### src/logic/dd_cfg.svh
// Constants for the decrement and divide execution unit.
// Assumes one core clock; the decoder and data memory share it.
`ifndef DD_CFG_SVH
`define DD_CFG_SVH

`define DD_OP_DEC_DIRECT 8'h15
`define DD_OP_DEC_IND    7'h0b
`define DD_OP_DIV_DFLT   8'hfe
`define DD_MC_CLKS_DFLT  4
`define DD_DEC_MC        1
`define DD_DIV_MC        4
`define DD_DIV_STEPS     4'h8
`define DD_ZERO_BYTE     8'h00
`define DD_ONE_BYTE      8'h01

`endif

### src/logic/dd_pkg.sv
// Types for the decrement and divide execution unit.
// Assumes dd_cfg.svh supplies the numeric constants.
package dd_pkg;

	typedef enum logic [1:0] {DD_OP_NONE, DD_OP_DEC, DD_OP_DIV} dd_op_t;

	typedef enum logic [2:0] {
		DD_IDLE, DD_READ, DD_MODIFY, DD_DIVIDE, DD_HOLD
	} dd_st_t;

	typedef struct packed {
		logic       valid;
		logic [7:0] opcode;
		logic [7:0] operand;
		logic [7:0] acc;
		logic [7:0] opb;
		logic [7:0] ptr0;
		logic [7:0] ptr1;
	} dd_issue_t;

	typedef struct packed {
		logic       rd;
		logic       we;
		logic [7:0] addr;
		logic [7:0] wdata;
	} dd_mem_req_t;

	typedef struct packed {
		logic       done;
		logic       acc_we;
		logic       opb_we;
		logic       flag_we;
		logic       carry_flag;
		logic       overflow_flag;
		logic [7:0] acc;
		logic [7:0] opb;
	} dd_result_t;

	typedef struct packed {
		logic       busy;
		logic       done;
		logic [3:0] step;
		logic [7:0] divisor;
		logic [7:0] quo;
		logic [7:0] rem;
	} dd_div_t;

	typedef struct packed {
		dd_st_t      st;
		dd_op_t      op;
		logic [7:0]  cnt;
		logic [7:0]  dividend;
		logic [7:0]  divisor;
		dd_mem_req_t mem;
		dd_result_t  res;
	} dd_exec_t;

endpackage : dd_pkg

### src/logic/dd_divider.sv
// Restoring unsigned 8-bit divider, one quotient bit per clock.
// Assumes start is a one-cycle pulse while the divider is idle.
`timescale 1ns/1ps
`include "dd_cfg.svh"

module dd_divider (
	input  wire logic       clk,
	input  wire logic       srst,
	input  wire logic       start,
	input  wire logic [7:0] dividend,
	input  wire logic [7:0] divisor,
	output logic            done,
	output logic [7:0]      quotient,
	output logic [7:0]      remainder
);
	import dd_pkg::*;

	dd_div_t r;
	dd_div_t next_r;
	logic [8:0] trial;

	always_comb begin
		next_r      = r;
		next_r.done = 1'b0;
		trial       = {r.rem, r.quo[7]};
		if (start) begin
			next_r.busy    = 1'b1;
			next_r.step    = 4'h0;
			next_r.divisor = divisor;
			next_r.quo     = dividend;
			next_r.rem     = `DD_ZERO_BYTE;
		end else if (r.busy) begin
			// Zero divisor falls through as all ones; caller flags it
			if (trial >= {1'b0, r.divisor}) begin
				next_r.rem = 8'(trial - {1'b0, r.divisor});
				next_r.quo = {r.quo[6:0], 1'b1};
			end else begin
				next_r.rem = trial[7:0];
				next_r.quo = {r.quo[6:0], 1'b0};
			end
			next_r.step = r.step + 4'h1;
			if (r.step == `DD_DIV_STEPS - 4'h1) begin
				next_r.busy = 1'b0;
				next_r.done = 1'b1;
			end
		end
	end

	always_ff @(posedge clk) begin
		if (srst)
			r <= '0;
		else
			r <= next_r;
	end

	assign done      = r.done;
	assign quotient  = r.quo;
	assign remainder = r.rem;

endmodule : dd_divider

### src/logic/dd_exec.sv
// Execution unit for memory decrement and unsigned accumulator divide.
// Assumes the decoder holds issue until ready, and the data memory
// returns read data one clock after a read strobe.
`timescale 1ns/1ps
`include "dd_cfg.svh"

module dd_exec #(
	parameter int         MC_CLKS    = `DD_MC_CLKS_DFLT,
	parameter logic [7:0] DIV_OPCODE = `DD_OP_DIV_DFLT
) (
	input  wire logic              clk,
	input  wire logic              srst,
	input  wire dd_pkg::dd_issue_t issue,
	output logic                   ready,
	output dd_pkg::dd_mem_req_t    mem,
	input  wire logic [7:0]        mem_rdata,
	output dd_pkg::dd_result_t     res
);
	import dd_pkg::*;

	// Whole machine cycles expressed in clocks
	localparam int DEC_N = `DD_DEC_MC * MC_CLKS;
	localparam int DIV_N = `DD_DIV_MC * MC_CLKS;

	function automatic dd_op_t op_kind(input logic [7:0] opc,
		input logic [7:0] div_opc);
		if (opc == `DD_OP_DEC_DIRECT)
			return DD_OP_DEC;
		else if (opc[7:1] == `DD_OP_DEC_IND)
			return DD_OP_DEC;
		else if (opc == div_opc)
			return DD_OP_DIV;
		else
			return DD_OP_NONE;
	endfunction : op_kind

	dd_exec_t   r;
	dd_exec_t   next_r;
	dd_op_t     kind;
	logic       accept;
	logic       div_start;
	logic       div_done;
	logic [7:0] div_quo;
	logic [7:0] div_rem;

	assign ready  = (r.st == DD_IDLE);
	assign kind   = op_kind(issue.opcode, DIV_OPCODE);
	// Unknown opcodes are never taken; the decoder sees ready stay high
	assign accept = issue.valid && ready && (kind != DD_OP_NONE);

	dd_divider u_div (
		.clk       (clk),
		.srst      (srst),
		.start     (div_start),
		.dividend  (issue.acc),
		.divisor   (issue.opb),
		.done      (div_done),
		.quotient  (div_quo),
		.remainder (div_rem)
	);

	always_comb begin
		next_r                = r;
		next_r.mem.rd         = 1'b0;
		next_r.mem.we         = 1'b0;
		next_r.res.done       = 1'b0;
		next_r.res.acc_we     = 1'b0;
		next_r.res.opb_we     = 1'b0;
		next_r.res.flag_we    = 1'b0;
		div_start             = 1'b0;
		case (r.st)
		DD_IDLE: begin
			if (accept) begin
				next_r.op = kind;
				if (kind == DD_OP_DIV) begin
					// Operands latched so the zero test sees the original
					next_r.dividend = issue.acc;
					next_r.divisor  = issue.opb;
					div_start       = 1'b1;
					next_r.st       = DD_DIVIDE;
					next_r.cnt      = 8'(DIV_N - 1);
				end else begin
					next_r.mem.rd = 1'b1;
					if (issue.opcode == `DD_OP_DEC_DIRECT)
						next_r.mem.addr = issue.operand;
					else if (issue.opcode[0])
						next_r.mem.addr = issue.ptr1;
					else
						next_r.mem.addr = issue.ptr0;
					next_r.st  = DD_READ;
					next_r.cnt = 8'(DEC_N - 1);
				end
			end
		end
		DD_READ: begin
			next_r.st = DD_MODIFY;
		end
		DD_MODIFY: begin
			// Wraps 00h to ffh by plain 8-bit arithmetic
			next_r.mem.we    = 1'b1;
			next_r.mem.wdata = mem_rdata - `DD_ONE_BYTE;
			next_r.st        = DD_HOLD;
		end
		DD_DIVIDE: begin
			if (div_done) begin
				next_r.res.acc = div_quo;
				next_r.res.opb = div_rem;
				next_r.st      = DD_HOLD;
			end
		end
		default: begin
			next_r.st = DD_HOLD;
		end
		endcase
		if (r.st != DD_IDLE) begin
			next_r.cnt = r.cnt - 8'h01;
			if (r.cnt == 8'h01) begin
				next_r.st       = DD_IDLE;
				next_r.res.done = 1'b1;
				if (r.op == DD_OP_DIV) begin
					next_r.res.acc_we        = 1'b1;
					next_r.res.opb_we        = 1'b1;
					next_r.res.flag_we       = 1'b1;
					next_r.res.carry_flag    = 1'b0;
					next_r.res.overflow_flag =
						(r.divisor == `DD_ZERO_BYTE);
				end
			end
		end
	end

	always_ff @(posedge clk) begin
		if (srst) begin
			r    <= '0;
			r.st <= DD_IDLE;
			r.op <= DD_OP_NONE;
		end else begin
			r <= next_r;
		end
	end

	assign mem = r.mem;
	assign res = r.res;

	// Helper: clocks since the instruction was taken
	logic [7:0] lat;
	logic [7:0] dec_addr;
	always_ff @(posedge clk) begin
		if (srst) begin
			lat      <= 8'h00;
			dec_addr <= 8'h00;
		end else if (accept) begin
			lat      <= 8'h01;
			dec_addr <= next_r.mem.addr;
		end else if (!ready) begin
			lat <= lat + 8'h01;
		end
	end

	a_dec_direct_addr: assert property (
		@(posedge clk) disable iff (srst)
		accept && issue.opcode == `DD_OP_DEC_DIRECT
		|=> mem.rd && mem.addr == $past(issue.operand))
		else $error("direct decrement read wrong address");

	a_dec_cycle_len: assert property (
		@(posedge clk) disable iff (srst)
		res.done && r.op == DD_OP_DEC |-> lat == 8'(DEC_N))
		else $error("decrement did not take one machine cycle");

	a_dec_write_back: assert property (
		@(posedge clk) disable iff (srst)
		mem.rd ##1 1'b1 ##1 mem.we |-> mem.addr == dec_addr
		&& mem.wdata == $past(mem_rdata) - `DD_ONE_BYTE)
		else $error("decrement wrote wrong value or address");

	// Completion and idle must coincide, and done is a single pulse
	a_done_ready: assert property (
		@(posedge clk) disable iff (srst)
		res.done |-> ready ##1 !res.done)
		else $error("done without ready or held too long");

	a_div_quot_rem: assert property (
		@(posedge clk) disable iff (srst)
		res.done && r.op == DD_OP_DIV && r.divisor != `DD_ZERO_BYTE
		|-> 16'(res.acc) * 16'(r.divisor) + 16'(res.opb)
			== 16'(r.dividend) && res.opb < r.divisor
		&& res.acc_we && res.opb_we)
		else $error("divide result does not satisfy quotient relation");

	a_div_cycle_len: assert property (
		@(posedge clk) disable iff (srst)
		res.done && r.op == DD_OP_DIV |-> lat == 8'(DIV_N))
		else $error("divide did not take four machine cycles");

	// Divide works on registers only; memory must stay quiet
	a_div_no_mem: assert property (
		@(posedge clk) disable iff (srst)
		r.op == DD_OP_DIV && !ready |-> !mem.rd && !mem.we)
		else $error("divide touched data memory");

	a_div_flag_clear: assert property (
		@(posedge clk) disable iff (srst)
		res.done && r.op == DD_OP_DIV && r.divisor != `DD_ZERO_BYTE
		|-> res.flag_we && !res.carry_flag && !res.overflow_flag)
		else $error("nonzero divide left carry or overflow set");

	a_div_zero_ovf: assert property (
		@(posedge clk) disable iff (srst)
		accept && kind == DD_OP_DIV && issue.opb == `DD_ZERO_BYTE
		|-> ##DIV_N res.done && res.flag_we
		&& res.overflow_flag && !res.carry_flag)
		else $error("zero divisor did not set overflow only");

	a_ind_ptr_flags: assert property (
		@(posedge clk) disable iff (srst)
		accept && issue.opcode[7:1] == `DD_OP_DEC_IND
		|=> mem.rd && mem.addr == ($past(issue.opcode[0]) ?
			$past(issue.ptr1) : $past(issue.ptr0))
		##[1:300] res.done && !res.flag_we)
		else $error("indirect decrement wrong pointer or touched flags");

	a_dec_flags_kept: assert property (
		@(posedge clk) disable iff (srst)
		res.done && r.op == DD_OP_DEC
		|-> !res.flag_we && !res.acc_we && !res.opb_we)
		else $error("decrement wrote flags or registers");

	c_dec_direct: cover property (@(posedge clk) disable iff (srst)
		accept && issue.opcode == `DD_OP_DEC_DIRECT);
	c_dec_ind_r0: cover property (@(posedge clk) disable iff (srst)
		accept && issue.opcode == {`DD_OP_DEC_IND, 1'b0});
	c_dec_ind_r1: cover property (@(posedge clk) disable iff (srst)
		accept && issue.opcode == {`DD_OP_DEC_IND, 1'b1});
	c_div_normal: cover property (@(posedge clk) disable iff (srst)
		res.done && r.op == DD_OP_DIV && !res.overflow_flag);
	c_div_zero: cover property (@(posedge clk) disable iff (srst)
		res.done && res.overflow_flag);

endmodule : dd_exec

### config.mk
export PLATFORM = sky130hd
export DESIGN_NAME = dd_exec
export DESIGN_NICKNAME = d
export VERILOG_FILES = /design/src/logic/dd_pkg.sv /design/src/logic/dd_divider.sv /design/src/logic/dd_exec.sv
export VERILOG_INCLUDE_DIRS = /design/src /design/src/logic
export SDC_FILE = /design/constraint.sdc
export NUM_CORES = 1
export LEC_CHECK = 0
export BUFFER_PORTS_ARGS = -buffer_cell sky130_fd_sc_hd__buf_2
export CAP_MARGIN = 20
export CELL_PAD_IN_SITES_DETAIL_PLACEMENT = 0
export CELL_PAD_IN_SITES_GLOBAL_PLACEMENT = 1
export CORE_MARGIN = 10
export CORE_UTILIZATION = 44
export CTS_CLUSTER_SIZE = 30
export DETAILED_ROUTE_END_ITERATION = 8
export PLACE_DENSITY_LB_ADDON = 0.2
export RECOVER_POWER = 50
export REMOVE_ABC_BUFFERS = 1
export SLEW_MARGIN = 25
export SYNTH_ARGS = -nofsm -noshare
export SYNTH_HDL_FRONTEND = slang
export SYNTH_HIERARCHICAL = 1
export SYNTH_SLANG_ARGS = --single-unit
### constraint.sdc
create_clock -name clk -period 5.8 [get_ports clk]
set_input_delay 1.45 -clock clk [delete_from_list [all_inputs] [get_ports clk]]
set_output_delay 1.45 -clock clk [all_outputs]
set_load 0.02 [all_outputs]
==> impl_metrics.csv <==
group,metric,value,unit
cts,cts_resized,0,
logic_synthesis,synth_area_per_cell,8.65,sq um
timing,timing.fmax,252,MHz
logic_synthesis,synth_top_family_by_area,"simple AND/OR/NAND/NOR gates",
critical_path,arrival,4.20,ns
timing,slew_headroom,-0.137,
logic_synthesis,synth_area_leader_cell,"dfxtp_1",
cts,post_cts_buffers,0,
global_routing,antenna_found_initial,0,
global_routing,track_usage,0.137,
critical_path,cpMostUsedCell,"clkbuf_1",
routing,vias_per_cell,4.96,
critical_path,slowest_delay,1.21,ns
power_and_ir_drop,power_density,228,nW/um^2
power_and_ir_drop,leakage,1.91,nW
cells_and_area,multi_input_area,2170,sq um
cells_and_area,drive_above_1_share,0.162,
critical_path,crit_chain,"clkbuf_1 -> clkbuf_1 -> or2_1 -> nor4_1",
logic_synthesis,synth_top_area_share,0.386,
hold_path,hp-class,"reg -> reg",
cts,cts_tree,"built",
routing,drt_iter0_drc,172,
logic_synthesis,synth_flop_cell,"dfxtp_1",
timing,rsz0062_at_grt,"false",
critical_path,start_kind,"primary input",
timing,slew_violations,38,
cts,clk_latency,0.35,ns
routing,routedWlPerCell,14.4,microns
timing,fin_crit_sh,0.685,
cells_and_area,nets,630,
logic_synthesis,syn-instance-count,528,
timing,clock_skew,0.0165,ns
timing,final-hold-violation-count,0,
logic_synthesis,synth.cell_area,4570,sq um
timing,tightest_slew,1.71,ns
place,dp_hpwl,7.55,mm
logic_synthesis,muxShareOfSynthArea,0.0847,
routing,wirelength,10.0,mm
floorplanning,die_y,122,microns
logic_synthesis,ys_seq_area_frac,0.386,
timing,tns,0,ns
power_and_ir_drop,total_power,1.10,mW
cells_and_area,antennaDiodeCount,0,
cts,path_clk_slew,0.08,ns
floorplanning,design.die.area,14900,sq um
routing,dr.pass1.iters,4,
global_routing,overflow,0,
critical_path,required,6.03,ns
logic_synthesis,yosysWarnings,6,
critical_path,end_kind,"flip-flop",
routing,drc,0,
critical_path,cpMaxStageDelayCell,"clkbuf_1",
floorplanning,rows,37,
logic_synthesis,async_flop_share,0,
logic_synthesis,synth_compound_area_frac,0.146,
floorplanning,die_w,122,microns
routing,antenna_left,0,
outcome,violations,"max-capacitance violations, max-slew violations",
job,max_cap_viol_count,1,
floorplanning,io_pins,100,
logic_synthesis,synthAdderAreaFrac,0.0373,
critical_path,critPathKind,"in -> reg",
floorplanning,start_util,0.446,
cts,htree_num_levels,3,
outcome,outcome,"complete, but fails checks",
timing,setup_violations,0,
cells_and_area,areaGrowthSynthToFinish,5.73,%
cts,root_buffer,"clkbuf_8",
cts,cts_sinks,88,
global_routing,grt_pass1_wl,17.2,mm
routing,vias,3467,
cts,numCtsBuffers,9,
logic_synthesis,synth_xor_area_frac,0.0230,
logic_synthesis,synth_edf_count,0,
cells_and_area,fillers,1029,
place,gp_congestion,0.840,
critical_path,cp_max_fo,37,
cts,cts-hold-fix-buffers,0,
global_routing,grt_pass1_vias,3490,
logic_synthesis,synth_area_leaders,"dfxtp_1 39%, buf_4 9.2%, mux2i_1 7.9%, nor2_1 4.8%, a21oi_1 4.4%",
timing,fin_crit,3.97,ns
cts,clk_path_buf_depth,2,
cells_and_area,regArea,1760,sq um
global_routing,grt_max_degree,38,
floorplanning,core_area,10200,sq um
power_and_ir_drop,vdd_ir_drop_max,153,uV
logic_synthesis,synth-seq-cells,88,
logic_synthesis,synth_cell_types,66,
place,port_buffers,98,
logic_synthesis,synth_simple_gate_area_share,0.181,
[report_power, final]
part,internal [mW],leakage (nW),switching (mW)
Sequential,0.606,0.709,0.00196
Combinational,0.0288,1.10,0.0358
Clock,0.203,0.100,0.226
[synth_stat cells, drive strengths merged, types with 3 or more instances]
| cell | n |
|---|---|
| dfxtp | 88 |
| buf | 63 |
| nor2 | 58 |
| nand2 | 51 |
| a21oi | 41 |
| mux2i | 36 |
| o21ai | 23 |
| inv | 19 |
| clkbuf | 17 |
| ha | 12 |
| a211oi | 11 |
| xnor2 | 10 |
| nand3 | 8 |
| nor3 | 8 |
| nor4 | 8 |
| o2bb2ai | 8 |
| nand4 | 5 |
| nor2b | 5 |
| o21a | 5 |
| nand2b | 4 |
| or3 | 4 |
| nand3b | 3 |
| o31ai | 3 |
[layout by cell type (no fill, tap or decap), drive strengths merged, types with 3 or more instances in the layout]
| cell type | count |
|---|---|
| dfxtp | 88 |
| buf | 59 |
| nor2 | 58 |
| nand2 | 51 |
| clkbuf | 50 |
| a21oi | 41 |
| mux2i | 36 |
| o21ai | 23 |
| inv | 21 |
| ha | 12 |
| a211oi | 11 |
| xnor2 | 10 |
| nand3 | 8 |
| nor3 | 8 |
| o2bb2ai | 8 |
| nor4 | 8 |
| nand4 | 5 |
| o21a | 5 |
| nor2b | 5 |
| nand2b | 4 |
| or3 | 4 |
| clkinv | 4 |
| o31ai | 3 |
| nand3b | 3 |
[worst max-delay path: cells and delay by family]
| family | cells | cell delay [ns] |
|---|---|---|
| buf+inv | 2 | 2.35 |
| simple gates | 2 | 0.39 |
[sequential cells by signal, indices dropped and copies added, names as in the netlist]
name	count
u_div/remainder	8
res	19
u_div/r	13
mem	18
r	21
u_div/quotient	8
u_div/done	1
[area by class of cell]
type                            count  share of cell area
Timing Repair Buffer              100              0.0935
Clock inverter                      7              0.0161
Multi-Input combinational cell    339               0.449
Sequential cell                    88               0.365
Tap cell                          136              0.0352
Clock buffer                        9              0.0257
Inverter                           20              0.0158
[stage by stage]
stage | hold slack [ns] | util | std cells | setup slack [ns] | cell area, sq um
6_report | 0.458 | 0.472 | 699 | 1.83 | 4830
3_5_place_dp | 0.442 | 0.457 | 683 | 1.74 | 4670
4_1_cts | 0.458 | 0.476 | 699 | 2.07 | 4870
3_3_place_gp | 0.441 | 0.457 | 683 | 1.78 | 4670
2_1_floorplan | 0.428 | - | 447 | 2.51 | 4000
5_1_grt | 0.487 | 0.472 | 699 | 1.45 | 4830
[per-layer routing]
| metal | vias to the layer above | track usage | routed length [microns] |
|---|---|---|---|
| met1 | 1552 | 0.184 | 4960 |
| met3 | 7 | 0.0444 | 772 |
| met4 | 0 | 0.0402 | 61 |
| met5 | - | 0 | 0 |
| li1 | 1823 | - | - |
| met2 | 85 | 0.206 | 4250 |
[path summary, 6_finish.rpt]
| check | from | depth (start not counted) | slack [ns] | endpoint |
|---|---|---|---|---|
| max | srst | 4 | 1.83 | u_div/done |
| max reg2reg | r[67] | 6 | 3.04 | u_div/remainder[4] |
| min | res[14] | 2 | 0.46 | res[14] |
| min reg2reg | res[14] | 2 | 0.46 | res[14] |
[cells by family after synthesis]
kind of cell             Yosys count
multiplexers                      38
other                              1
XOR/XNOR                          12
AND/OR/NAND/NOR                  170
adder cells (fa/ha/maj)           13
flip-flops                        88
AO/OA/AOI/OAI                    105
buffers and inverters            101
No activity file was read; power rests on OpenSTA's default activity.
